===== src/rtl/udi_defs.svh =====
// Purpose: constants for the device event flag block
// Assumes: 40 MHz clk
// Notes: offsets are byte addresses on apb
`ifndef UDI_DEFS_SVH
`define UDI_DEFS_SVH
`define UDI_OFF_FLAGS 12'h218
`define UDI_OFF_SPEED 12'h21C
`define UDI_FLAGS_RESET 32'h0000_0000
`define UDI_VALID_MASK 32'h03FF_FDFF
`define UDI_BIT_EP_BASE 10
`define UDI_BIT_SETUP 8
`define UDI_BIT_VBUS 7
`define UDI_BIT_DMA 6
`define UDI_BIT_HS 5
`define UDI_BIT_RESUME 4
`define UDI_BIT_SUSP 3
`define UDI_BIT_PSEUDO 2
`define UDI_BIT_SOF 1
`define UDI_BIT_BUS_RST 0
`define UDI_CLK_HZ 40000000
`define UDI_FS_PERIOD_US 1000
`define UDI_HS_PERIOD_NS 125000
`define UDI_FS_CYCLES ((`UDI_FS_PERIOD_US * (`UDI_CLK_HZ / 1000000)))
`define UDI_HS_CYCLES ((`UDI_HS_PERIOD_NS / 1000) * (`UDI_CLK_HZ / 1000000))
`endif


===== src/rtl/udi_pkg.sv =====
// Purpose: types for the device event flag block
// Assumes: nothing
// Notes: link state of the bus
package udi_pkg;
    typedef enum logic [1:0] {UDI_ACTIVE, UDI_SUSPENDED} udi_link_t;
endpackage


===== src/rtl/udi_event_flags.sv =====
// Purpose: usb device event flag register with apb slave and interrupt
// Assumes: event inputs synchronous to clk, one-cycle pulses or levels as named
// Notes: flags at 0x218 write one to clear, speed status at 0x21C read only
//
// Overview of operation
// - endpoint n rx sets bit 10+2n, tx sets bit 11+2n
// - setup token on endpoint 0 sets bit 8
// - rising edge of bus supply sense sets bit 7
// - any change of dma reason register sets bit 6
// - switch from full speed to high speed sets bit 5
// - dropping into full-speed suspend never sets bit 5
// - suspended to active bus state sets bit 4
// - active to suspended bus state sets bit 3
// - internal pseudo frame marker sets bit 2
// - marker free-running: 1 ms full speed, 125 us high speed
// - received frame start token sets bit 1
// - detected bus reset sets bit 0
// - interrupt high while any unmasked flag is set
// - writing one clears that flag only
//
// Our own choices: the APB register port and the register offsets.
`timescale 1ns/100ps
`include "udi_defs.svh"
module udi_event_flags (
    input wire logic clk,
    input wire logic resetn,
    input wire logic psel,
    input wire logic penable,
    input wire logic pwrite,
    input wire logic [11:0] paddr,
    input wire logic [31:0] pwdata,
    output logic [31:0] prdata,
    output logic pready,
    output logic pslverr,
    input wire logic [7:0] endpoint_rx_flag,
    input wire logic [7:0] endpoint_tx_flag,
    input wire logic control_setup_flag,
    input wire logic vbus_sense,
    input wire logic [31:0] dma_reason,
    input wire logic high_speed,
    input wire logic bus_suspended,
    input wire logic frame_token,
    input wire logic bus_reset_flag,
    input wire logic [31:0] irq_mask,
    output logic irq
);
    // =====================================================
    // bus decode
    logic [31:0] device_event_flags;
    logic [31:0] next_flags;
    logic [31:0] set_vec;
    logic [31:0] clr_vec;
    logic wr_access;
    logic rd_access;
    logic vbus_d;
    logic hs_d;
    logic [31:0] dma_d;
    udi_pkg::udi_link_t link_state;
    logic [15:0] pf_cnt;
    logic pf_tick;

    function automatic logic hit(input logic [11:0] a, input logic [11:0] off);
        hit = (a == off);
    endfunction

    assign pready = 1'b1;
    assign wr_access = psel && penable && pwrite;
    assign rd_access = psel && !penable && !pwrite;
    assign pslverr = psel && penable && !hit(paddr, `UDI_OFF_FLAGS) &&
                     !(hit(paddr, `UDI_OFF_SPEED) && !pwrite);

    always_ff @(posedge clk or negedge resetn)
    begin
        if (!resetn)
            prdata <= 32'h0000_0000;
        else if (rd_access && hit(paddr, `UDI_OFF_FLAGS))
            prdata <= device_event_flags;
        else if (rd_access && hit(paddr, `UDI_OFF_SPEED))
            prdata <= {30'h0000_0000, bus_suspended, high_speed};
        else if (rd_access)
            prdata <= 32'h0000_0000;
    end

    // =====================================================
    // edge history
    always_ff @(posedge clk or negedge resetn)
    begin
        if (!resetn)
        begin
            vbus_d <= 1'b0;
            hs_d <= 1'b0;
            dma_d <= 32'h0000_0000;
        end
        else
        begin
            vbus_d <= vbus_sense;
            hs_d <= high_speed;
            dma_d <= dma_reason;
        end
    end

    always_ff @(posedge clk or negedge resetn)
    begin
        if (!resetn)
            link_state <= udi_pkg::UDI_ACTIVE;
        else
        begin
            case (link_state)
                udi_pkg::UDI_ACTIVE:
                    if (bus_suspended)
                        link_state <= udi_pkg::UDI_SUSPENDED;
                udi_pkg::UDI_SUSPENDED:
                    if (!bus_suspended)
                        link_state <= udi_pkg::UDI_ACTIVE;
                default:
                    link_state <= udi_pkg::UDI_ACTIVE;
            endcase
        end
    end

    // =====================================================
    // pseudo frame marker
    // free-running period
    // not aligned to frame tokens on purpose; restarts only on reset and on its own tick
    always_ff @(posedge clk or negedge resetn)
    begin
        if (!resetn)
            pf_cnt <= 16'h0000;
        else if (pf_tick)
            pf_cnt <= 16'h0000;
        else
            pf_cnt <= pf_cnt + 16'h0001;
    end
    // >= in both modes: a speed switch past the mark must not wait for a wrap
    assign pf_tick = high_speed ? (pf_cnt >= 16'(`UDI_HS_CYCLES - 1))
                                : (pf_cnt >= 16'(`UDI_FS_CYCLES - 1));

    // =====================================================
    // flag set and clear
    genvar gi;
    generate
        for (gi = 0; gi < 8; gi++)
        begin : g_ep
            assign set_vec[`UDI_BIT_EP_BASE + 2 * gi] = endpoint_rx_flag[gi];
            assign set_vec[`UDI_BIT_EP_BASE + 2 * gi + 1] = endpoint_tx_flag[gi];
        end
    endgenerate
    assign set_vec[31:26] = 6'h00;
    assign set_vec[9] = 1'b0;
    assign set_vec[`UDI_BIT_SETUP] = control_setup_flag;
    assign set_vec[`UDI_BIT_VBUS] = vbus_sense && !vbus_d;
    assign set_vec[`UDI_BIT_DMA] = (dma_reason != dma_d);
    assign set_vec[`UDI_BIT_HS] = high_speed && !hs_d;
    assign set_vec[`UDI_BIT_RESUME] = (link_state == udi_pkg::UDI_SUSPENDED) && !bus_suspended;
    assign set_vec[`UDI_BIT_SUSP] = (link_state == udi_pkg::UDI_ACTIVE) && bus_suspended;
    assign set_vec[`UDI_BIT_PSEUDO] = pf_tick;
    assign set_vec[`UDI_BIT_SOF] = frame_token;
    assign set_vec[`UDI_BIT_BUS_RST] = bus_reset_flag;

    assign clr_vec = (wr_access && hit(paddr, `UDI_OFF_FLAGS)) ? pwdata : 32'h0000_0000;
    // set wins over clear so no event is lost
    assign next_flags = ((device_event_flags & ~clr_vec) | set_vec) & `UDI_VALID_MASK;

    always_ff @(posedge clk or negedge resetn)
    begin
        if (!resetn)
            device_event_flags <= `UDI_FLAGS_RESET;
        else
            device_event_flags <= next_flags;
    end

    assign irq = |(device_event_flags & irq_mask);
endmodule


===== config.mk =====
export PLATFORM = sky130hd
export DESIGN_NAME = udi_event_flags
export DESIGN_NICKNAME = d
export VERILOG_FILES = /design/src/rtl/udi_pkg.sv /design/src/rtl/udi_event_flags.sv
export VERILOG_INCLUDE_DIRS = /design/src /design/src/rtl
export SDC_FILE = /design/constraint.sdc
export NUM_CORES = 1
export LEC_CHECK = 0
export BUFFER_PORTS_ARGS = -buffer_cell sky130_fd_sc_hd__buf_4
export CAP_MARGIN = 5
export CORE_ASPECT_RATIO = 1.5
export CORE_UTILIZATION = 50
export DETAILED_ROUTE_END_ITERATION = 6
export PLACE_DENSITY_LB_ADDON = 0.25
export SLEW_MARGIN = 20
export SYNTH_ARGS = -nofsm -noshare
export SYNTH_HDL_FRONTEND = slang
export SYNTH_SLANG_ARGS = --single-unit
export TNS_END_PERCENT = 100

===== constraint.sdc =====
create_clock -name clk -period 3.1 [get_ports clk]
set_input_delay 0.155 -clock clk [delete_from_list [all_inputs] [get_ports clk]]
set_output_delay 0.155 -clock clk [all_outputs]
set_load 0.03 [all_outputs]

# Yosys cells after proc, flatten, opt, wreduce, memory -nomap -nowiden

Index checks and enable logic that the tools add are counted.

Multiplexer cells: 9
$add $sub $neg: 1
Bitwise operators: 4
Eq/ne operators: 6
Reduce and logical (&&, ||, !) cells: 25
Order comparisons: 2

Operator list:

| operator                                                                | count |
|---|---|
| 32-bit 2-to-1 mux                                                       | 3 |
| 26-bit by 32-bit bitwise AND with 32-bit output                         | 1 |
| 32-bit inequality test                                                  | 1 |
| 32-bit OR reduction                                                     | 1 |
| 26-bit bitwise AND                                                      | 1 |
| 26-bit 2-to-1 mux                                                       | 1 |
| 26-bit inverter                                                         | 1 |
| 26-bit OR                                                               | 1 |
| 12-bit by 10-bit == test with 1-bit output, second input constant       | 2 |
| 16-bit by 1-bit adder with 16-bit output, second input constant         | 1 |
| 16-bit by 13-bit >= comparator with 1-bit output, second input constant | 1 |
| 16-bit >= comparator, second input constant                             | 1 |
| 16-bit 2-to-1 mux                                                       | 1 |
| 1-bit logical AND                                                       | 14 |
| 1-bit zero test                                                         | 7 |
| 2-bit 2-to-1 mux                                                        | 2 |
| 2-bit inequality test, second input constant                            | 2 |
| 2-bit one-hot mux with 2 select lines                                   | 1 |
| 3-bit nonzero test                                                      | 1 |
| 2-bit by 1-bit == test with 1-bit output, second input constant         | 1 |
| 2-bit zero test                                                         | 1 |
| 2-bit AND reduction                                                     | 1 |
| 1-bit 2-to-1 mux                                                        | 1 |

Output and inout port bits: 35
Word-level logic and storage cells: 54
Input bits: 135
Register bits after elaboration: 109

# Depth between registers and ports, before layout

Gate-level depths: netlist (run 1).

Word-level depth: 7
Depth in mapped cells: 6
Mapped depth without buffers: 5

# Worst setup path after synthesis (run 1)

OpenSTA, ideal clock, no wires.

Path type: register to register
Start point: register pf_cnt[0]
End point: register pf_cnt[10]
Period minus slack after synthesis: 1.674 ns
Path buffers: 1
Required time: 2.973 ns
Arrival: 1.547 ns
Path slack: 1.426 ns
Cell stages (with the launch flop): 7
Path through: dfrtp_1 -> ha_1 -> nand3_1 -> o211ai_1 -> a31o_2 -> buf_2 -> a21oi_2

Cells in the longest elaborated chain, start to end: 3
Elaborated cells on any way between the ends: 5
Classes of those cells: add/sub: 1; order compare: 2; mux: 2

RTL lines:

| what                                                                                     | line                                           | text |
|---|---|---|
| start: declaration                                                                       | udi_event_flags.sv:59                          | `logic [15:0] pf_cnt;` |
| start signal: assignment                                                                 | udi_event_flags.sv:132                         | `pf_cnt <= pf_cnt + 16'h0001;` |
| 16-bit >= comparator or 16-bit by 13-bit >= comparator with 1-bit output (tied branches) | udi_event_flags.sv:136, udi_event_flags.sv:135 |  |
| 1-bit 2-to-1 mux                                                                         | udi_event_flags.sv:135                         | `` assign pf_tick = high_speed ? (pf_cnt >= 16'(`UDI_HS_CYCLES - 1)) `` |
| 16-bit 2-to-1 mux (*)                                                                    | udi_event_flags.sv:129                         | `else if (pf_tick)` |

Mark *: on every way between the ends. The rest lies on a longest branch, timed or not.
A chain may end at the register's enable or synchronous reset.

# Final worst setup path (run 1)

Start point: register device_event_flags[5]
End point: output irq

Cells in the longest elaborated chain, start to end: 2

RTL lines:

| what                                            | line                   | text |
|---|---|---|
| start: declaration                              | udi_event_flags.sv:49  | `logic [31:0] device_event_flags;` |
| start signal: assignment                        | udi_event_flags.sv:167 | `` device_event_flags <= `UDI_FLAGS_RESET; `` |
| start signal: assignment                        | udi_event_flags.sv:169 | `device_event_flags <= next_flags;` |
| 26-bit by 32-bit bitwise AND with 32-bit output | udi_event_flags.sv:172 | `assign irq = \|(device_event_flags & irq_mask);` |
| 32-bit OR reduction                             | udi_event_flags.sv:172 |  |
| end: declaration                                | udi_event_flags.sv:45  | `output logic irq` |

No other way between the ends.

==> flow_metrics.tcl, run 1 <==
set metrics [dict create \
    cts_buffer_depth 2 \
    final_core_util_pct 76.4 \
    comb_power_share_pct 11.8 \
    cp-startpoint "device_event_flags[5]" \
    synth_area_leaders "dfrtp_1, xor2_1, a22o_1" \
    instances_no_fill 656 \
    wl_met1_mm 4.53 \
    slowest_delay_ps 400 \
    drc 0 \
    post_drt_wl_per_cell_um 18.2 \
    die_x_um 77.0 \
    ys.flop_type "dfrtp_1" \
    ys_types 36 \
    drive_above_1_share_pct 31.9 \
    cts_sinks 101 \
    synth_edf_count 0 \
    antenna_found_initial 0 \
    cp_data_required_time_ps 2940 \
    reg2reg_from "pf_cnt[0]" \
    hold_class "in -> reg" \
    syn2layout_area_growth_pct 46.7 \
    placed_cell_area_mm2 0.00540 \
    cp-start-kind "flip-flop" \
    power.leakage_nw 2.83 \
    final_cell_mix "buf_4, dfrtp_1, dlygate4sd3_1, nand2_1, xor2_1" \
    grt_pass1_vias 3699 \
    finalSetupViolations 0 \
    timing.hold.ws_ps 25.2 \
    finalPower_mw 2.71 \
    crit_family "simple AND/OR/NAND/NOR gates" \
    yosys_warnings 0 \
    worst_pin_slew_ps 1080 \
    avgSynthCellArea_um2 12.2 \
    wl_met3_um 563 \
    htreeDepth 3 \
    num_rows 40 \
    p_sw_uw 595 \
    top_layer "met4" \
    core_mm2 0.00811 \
    clk_pin_slew_ps 60 \
    finalSetupTns_ps 0 \
    finalMaxSlewViolations 0 \
    drtPass1Iterations 4 \
    fp.dieArea_mm2 0.00883 \
    yosysTopAreaCellShare_pct 59.8 \
    hold_violations 0 \
    drt_iter0_drc 187 \
    pwr-share-seq_pct 50.5 \
    dpl.cell_count 589 \
    post-cts-setup-buffers 0 \
    final_common_cell "buf_4" \
    clock_skew_ps 3.36 \
    grt-ovfl-total 0 \
    fin_crit_ps 1930 \
    post-place-ws_ps 1190 \
    placement.io_buffers 147 \
    outcome "completed" \
    intPower_mw 2.11 \
    rsz0062_at_grt "no" \
    start_util_pct 52.1 \
    design_area_mm2 0.00619 \
    via_per_inst 5.43 \
    slowest_stage "dfrtp_1" \
    crit_chain "a22oi_1 -> nand3_1 -> nor2_1 -> nand4_1 -> buf_4" \
    crit_type "reg -> out" \
    cts_tree "done" \
    pin_count 170 \
    cts_buffers 9 \
    root_buffer "clkbuf_16" \
    cp-end-kind "output pin" \
    fp.dieH_um 115 \
    diodes 0 \
    gp_routability_congestion 0.831 \
    cp.arrival_ps 1780 \
    grt_pass1_wl_mm 19.1 \
    grt_usage_pct 28.8 \
    grt_max_degree 56 \
    ant_nets 0 \
    synth_seq_cells 101 \
    ir_drop_mv 0.317 \
    path_max_fanout 3 \
    cts_resized 0 \
    dr_total_vias 3562 \
    fin_crit_sh_pct 62.3 \
    fmax_ghz 0.518 \
    pwr-share-clk_pct 37.7 \
    routed_wl_mm 11.9 \
    finalNetCount 686 \
    swShare_pct 22.0 \
    synthCells 345 \
    finalWorstSetupSlack_ps 1170 \
    synth_area_mm2 0.00422 \
    insertion_delay_ps 330 \
    worstHoldStart "endpoint_tx_flag[2]" \
    maxCapViolCount 0 \
    ys_seq_area_share_pct 59.8 \
    met2_length_mm 6.46 \
    power_density_mw_per_mm2 437 \
    critPathBufInv 1 \
    dpl.hpwl_mm 7.33 \
    slew_headroom_pct 27.9 \
    yosysTopAreaCell "dfrtp_1" \
    async_flop_share_pct 100 \
]
==> per-layer routing <==
| layer | GRT usage, % | vias to the layer above |
|---|---|---|
| li1 | - | 1629 |
| met1 | 33.9 | 1776 |
| met2 | 50.7 | 125 |
| met3 | 5.34 | 32 |
| met4 | 13.3 | 0 |
| met5 | 0 | - |
==> power groups by stage <==
stage / Sequential, mW / Combinational, mW / Clock, mW
2_1_floorplan: 1.39 / 0.0920 / 0
3_3_place_gp: 1.39 / 0.248 / 0
3_5_place_dp: 1.39 / 0.255 / 0
4_1_cts: 1.37 / 0.311 / 1.04
5_1_grt: 1.37 / 0.346 / 1.10
6_report: 1.37 / 0.319 / 1.02
==> area by class of cell <==
class / count / area (um2)
sequential: 101 / 2530
fill: 530 / 1910
timing repair buffer: 204 / 1660
multi-input combinational: 225 / 1580
clock buffer: 13 / 260
tap: 105 / 131
inverter: 7 / 26.3
clock inverter: 1 / 7.51
==> worst reg2reg max path, delay by kind of cell, from the launching register on <==
kind	cells	cell delay, ps
compound gates	3	970
fa+ha+maj	1	240
flops	1	400
simple gates	1	250
==> cell families (layout without fill, tap and decap cells) <==
| family | after synthesis | in the layout | synth area share [%] |
|---|---|---|---|
| DFF | 101 | 101 | 59.8 |
| AOI/OAI and AO/OA | 83 | 83 | 15.7 |
| and+or+nand+nor | 82 | 82 | 9.78 |
| xor gates and xnor gates | 47 | 47 | 9.75 |
| buffers and inverters | 25 | 225 | 3.41 |
| adders and majority gates | 3 | 3 | 0.889 |
| other | 2 | 8 | 0.178 |
| muxes | 2 | 2 | 0.474 |
==> worst paths after layout <==
kind | slack [ps] | end | depth (start not counted)
min | 30 | device_event_flags[15] | 2
min reg2reg | 490 | prdata[0] | 2
max reg2reg | 1190 | device_event_flags[2] | 5
min in group asynchronous | 400 | dma_d[26] | 2
max | 1170 | irq | 5
max in group asynchronous | 1900 | device_event_flags[4] | 3
==> state kept, by name, indices dropped and copies added (netlist names) <==
register / cells
device_event_flags: 25
vbus_d: 1
dma_d: 32
pf_cnt: 16
link_state: 1
hs_d: 1
prdata: 25
==> cells in the mapped netlist, drive strengths merged, types with 2 or more instances <==
master    n
o31ai     2
conb      2
mux2i     2
or3       2
inv       7
a21o     21
a22o     28
ha        3
nor4     16
xnor2    14
dfrtp   101
a221oi    2
xor2     33
a21oi    17
clkbuf    3
nor2      7
nand2    33
a22oi     7
nand4     7
nand3     8
nor3      4
buf      15
==> timing repair <==
action,4_1_cts,5_1_grt
hold buffers,53,0
setup endpoints to repair,0,0
endpoints found under the hold margin,105,0
No activity file was read; power rests on OpenSTA's default activity.
==> run 2, diff against run 1 <==
Settings changed: CORE_UTILIZATION 50 to 48.
Clock period 3.1 ns to 1.8 ns, I/O delays scaled along.
==> run 2 against run 1 <==
Net effect: cell count up 2.1%; register-to-register slack worse by 1100 ps; first-iteration DRC count is 0.53% lower; worst setup slack got worse by 1100 ps; critical path type is now reg -> reg.
==> flow_metrics.tcl, run 2 (synthesized netlist as in run 1, its figures left out) <==
set metrics [dict create \
    outcome "completed" \
    finalSetupTns_ps 0 \
    num_rows 41 \
    finalMaxSlewViolations 0 \
    intPower_mw 3.74 \
    antenna_found_initial 0 \
    dpl.cell_count 600 \
    final_common_cell "buf_4" \
    die_x_um 78.6 \
    r2r_cells 5 \
    routed_wl_mm 11.9 \
    worst_pin_slew_ps 537 \
    top_regs "dma_d (32), device_event_flags (25), prdata (25)" \
    finalNetCount 696 \
    post_drt_wl_per_cell_um 17.7 \
    critPathBufInv 1 \
    gp_routability_congestion 0.825 \
    p_sw_mw 1.12 \
    comb_power_share_pct 11.4 \
    slowest_stage "dfrtp_1" \
    slew_headroom_pct 63.7 \
    r2r_end "pf_cnt[11]" \
    start_util_pct 49.9 \
    rsz0062_at_grt "no" \
    reg2reg_from "pf_cnt[15]" \
    crit_family "simple AND/OR/NAND/NOR gates" \
    ir_drop_mv 0.581 \
    swShare_pct 23.1 \
    maxCapViolCount 0 \
    grt_max_degree 40 \
    pwr-share-seq_pct 48.4 \
    path_depth 5 \
    ant_nets 0 \
    cp_data_required_time_ps 2070 \
    r2r_slack_ps 80 \
    design_area_mm2 0.00637 \
    fp.dieH_um 117 \
    fin_crit_ps 1720 \
    power_density_mw_per_mm2 763 \
    top_register "dma_d" \
    clock_skew_ps 5.75 \
    placed_cell_area_mm2 0.00552 \
    grt_usage_pct 26.5 \
    pwr-share-clk_pct 40.2 \
    cp.arrival_ps 1990 \
    fillers 555 \
    drtPass1Iterations 4 \
    finalSetupViolations 0 \
    htreeDepth 3 \
    clk_pin_slew_ps 70 \
    largest_reg_flops 32 \
    core_mm2 0.00846 \
    root_buffer "clkbuf_16" \
    fp.dieArea_mm2 0.00919 \
    dr_total_vias 3595 \
    cp-end-kind "flip-flop" \
    syn2layout_area_growth_pct 50.9 \
    grt-ovfl-total 0 \
    final_cell_mix "buf_4, dfrtp_1, dlygate4sd3_1, nand2_1, xor2_1" \
    cp-startpoint "pf_cnt[15]" \
    via_per_inst 5.37 \
    cts_tree "done" \
    crit_path_end "pf_cnt[11]" \
    crit_chain "or3_4 -> or3_1 -> o22a_2 -> buf_4 -> a21oi_2" \
    grt_pass1_vias 3720 \
    pin_count 170 \
    drt_iter0_drc 186 \
    hold_class "in -> reg" \
    final_core_util_pct 75.3 \
    diodes 0 \
    crit_type "reg -> reg" \
    cts_buffers 9 \
    finalPower_mw 4.86 \
    cts_buffer_depth 2 \
    fin_crit_sh_pct 95.3 \
    drc 0 \
    instances_no_fill 670 \
    cts_sinks 101 \
    placement.io_buffers 147 \
    hold_violations 0 \
    cp-start-kind "flip-flop" \
    power.leakage_nw 2.91 \
    insertion_delay_ps 340 \
    slowest_delay_ps 430 \
    grt_pass1_wl_mm 18.0 \
    drive_above_1_share_pct 33.7 \
    dpl.hpwl_mm 7.77 \
    path_max_fanout 6 \
    fmax_ghz 0.583 \
]
## run 2: worst min path at each step
stage / start / to / cells after the start
finish: pwdata[4] / device_event_flags[4] / 3
global route: pwdata[14] / device_event_flags[14] / 3
CTS: pwdata[4] / device_event_flags[4] / 3
detailed placement: resetn / dma_d[30] / 1
global placement: resetn / dma_d[1] / 1
floorplan: resetn / device_event_flags[0] / 0
## run 2: final cells by class
class / instances / area (um2) / area share, %
Multi-Input combinational cell: 225 / 1600 / 25.0
Clock buffer: 10 / 229 / 3.59
Clock inverter: 6 / 68.8 / 1.08
Inverter: 7 / 26.3 / 0.412
Timing Repair Buffer: 214 / 1790 / 28.1
Sequential cell: 101 / 2530 / 39.7
Tap cell: 107 / 134 / 2.10
## run 2: per-stage QoR
step / setup slack [ps] / hold slack (ps)
2_1_floorplan: 126 / -206
3_3_place_gp: 134 / 88.2
4_1_cts: 25.4 / 16.4
5_1_grt: 11.3 / 27.0
3_5_place_dp: 84.5 / 93.3
6_report: 84.9 / 26.6
## run 2: repair_timing
item                                    CTS  global route
endpoints found under the setup margin    0            10
endpoints found under the hold margin    90             0
setup buffers                             0             0
resized for setup                         0             3
hold buffers                             54             0
## run 2: power groups by stage
stage | Clock [mW] | Sequential, mW | Combinational, mW
detailed placement | 0 | 2.39 | 0.450
global placement | 0 | 2.39 | 0.434
finish | 1.95 | 2.35 | 0.556
floorplan | 0 | 2.39 | 0.158
CTS | 1.99 | 2.35 | 0.547
global route | 2.07 | 2.35 | 0.600
## run 2: routing by layer
layer  wire length (um)  track usage, %
met2               6670            48.3
met3                468            4.73
met4                444            15.4
met1               4280            28.5
met5                  0               0
## run 2: worst register-to-register path, stage by stage, from the launching register on
cell,delay [ps]
dfrtp_1,430
or3_4,350
or3_1,330
o22a_2,240
buf_4,180
a21oi_2,120
==> run 3, diff against run 2 <==
Settings changed: RECOVER_POWER from default to 25, REMOVE_ABC_BUFFERS from default to 1.
==> run 3 against run 2 <==
Net effect: clock skew increased by 0.96 ps; die area stayed put; via count barely moved; power decreased by 2.3%.
==> flow_metrics.tcl, run 3 (synthesized netlist as in run 1, its figures left out) <==
set metrics [dict create \
    fin_crit_ps 1720 \
    diodes 0 \
    cts_sinks 101 \
    slowest_delay_ps 430 \
    design_area_mm2 0.00625 \
    dpl.hpwl_mm 7.37 \
    finalSetupTns_ps 0 \
    top_regs "dma_d (32), device_event_flags (25), prdata (25)" \
    final_common_cell "buf_4" \
    placement.io_buffers 147 \
    placed_cell_area_mm2 0.00551 \
    critPathBufInv 1 \
    start_util_pct 49.9 \
    crit_family "simple AND/OR/NAND/NOR gates" \
    core_mm2 0.00846 \
    fp.dieArea_mm2 0.00919 \
    finalPower_mw 4.75 \
    top_register "dma_d" \
    pin_count 170 \
    hold_class "in -> reg" \
    post-cts-setup-buffers 0 \
    fillers 624 \
    fmax_ghz 0.582 \
    cts_tree "done" \
    timing.hold.ws_ps 27.2 \
    cts_buffers 9 \
    gp_routability_congestion 0.903 \
    grt_pass1_wl_mm 17.8 \
    grt-ovfl-total 0 \
    routed_wl_mm 11.4 \
    cp-start-kind "flip-flop" \
    path_max_fanout 6 \
    largest_reg_flops 32 \
    slew_headroom_pct 37.6 \
    post_drt_wl_per_cell_um 17.1 \
    antenna_found_initial 0 \
    drc 0 \
    grt_pass1_vias 3706 \
    finalMaxSlewViolations 0 \
    insertion_delay_ps 340 \
    htreeDepth 3 \
    cp-end-kind "flip-flop" \
    grt_usage_pct 26.0 \
    ir_drop_mv 0.732 \
    crit_chain "or3_4 -> or3_1 -> o22a_4 -> buf_4 -> a21boi_2" \
    cts_buffer_depth 2 \
    clock_skew_ps 6.70 \
    worst_pin_slew_ps 936 \
    cp_data_required_time_ps 2070 \
    die_x_um 78.6 \
    maxCapViolCount 0 \
    power.leakage_nw 2.80 \
    fp.dieH_um 117 \
    fin_crit_sh_pct 95.4 \
    drive_above_1_share_pct 28.9 \
    via_per_inst 5.35 \
    rsz0062_at_grt "no" \
    grt_max_degree 38 \
    power_density_mw_per_mm2 759 \
    hold_violations 0 \
    syn2layout_area_growth_pct 48.0 \
    ant_nets 0 \
    num_rows 41 \
    root_buffer "clkbuf_16" \
    drtPass1Iterations 4 \
    drt_iter0_drc 180 \
    slowest_stage "dfrtp_1" \
    dr_total_vias 3592 \
    crit_type "reg -> reg" \
    clk_pin_slew_ps 70 \
    finalNetCount 698 \
    finalSetupViolations 0 \
    cp.arrival_ps 1990 \
    final_cell_mix "buf_4, dfrtp_1, dlygate4sd3_1, nand2_1, xor2_1" \
    outcome "completed" \
]
run 3: cell count changes in the layout (fill, tap and decap cells not counted), moves of 2 or more:
cell | previous run | this run
clkbuf_1 | 1 | 32
buf_12 | 4 | 2
a21oi_1 | 7 | 5
inv_6 | 3 | 0
buf_4 | 156 | 125
a21oi_2 | 10 | 12
clkbuf_4 | 0 | 4
run 3: metal layers:
metal / vias to the layer above / share of wire [%] / global-route usage [%]
li1: 1652 / - / -
met1: 1773 / 37 / 27.4
met2: 139 / 55 / 49.3
met3: 28 / 5.2 / 4.73
met4: 0 / 3.3 / 12.6
met5: - / 0 / 0
run 3: what timing repair did:
item                                    in CTS  in global routing
gates resized for setup                      0                  7
hold buffers                                54                  0
endpoints found under the setup margin       0                 11
hold endpoints to repair                    88                  0
run 3: per-stage QoR:
step | instances | util, % | worst slack [ps]
6_report | 671 | 73.9 | 81.9
3_3_place_gp | 602 | 65.1 | 116
2_1_floorplan | 333 | - | -90.6
5_1_grt | 671 | 73.9 | 25.2
3_5_place_dp | 602 | 65.1 | 46.2
4_1_cts | 671 | 74.8 | 34.5
run 3: cell type report:
cell class                      count  area, um2  share of cell area, %
Tap cell                          107        134                   2.14
Clock buffer                       11        233                   3.72
Multi-Input combinational cell    225       1620                   25.9
Clock inverter                      4       50.0                  0.800
Sequential cell                   101       2530                   40.4
Timing Repair Buffer              216       1670                   26.7
Inverter                            7       26.3                  0.420
run 3: path summary, 6_finish.rpt:
check | from | to | slack, ps | depth (start not counted)
hold reg to reg | prdata[1] | prdata[1] | 480 | 2
setup / recovery | pf_cnt[15] | pf_cnt[1] | 80 | 5
hold / removal | pwdata[23] | device_event_flags[23] | 30 | 3
max in group asynchronous | resetn | device_event_flags[24] | 500 | 3
min in group asynchronous | resetn | dma_d[14] | 420 | 2
setup reg to reg | pf_cnt[15] | pf_cnt[1] | 80 | 5
run 3: where the power goes:
part           switching (mW)  leakage, nW  total (mW)  internal (mW)
Sequential             0.0298         1.19        2.35           2.32
Combinational           0.226         1.48       0.523          0.297
Clock                   0.805        0.132        1.87           1.07
Total                    1.06         2.80        4.75           3.69
run 3: worst reg2reg max path: cells and delay by family, from the launching register on:
family,cells,cell delay (ps)
AO/OA/AOI/OAI,2,360
flip-flops,1,430
AND/OR/NAND/NOR,2,680
buffers and inverters,1,180
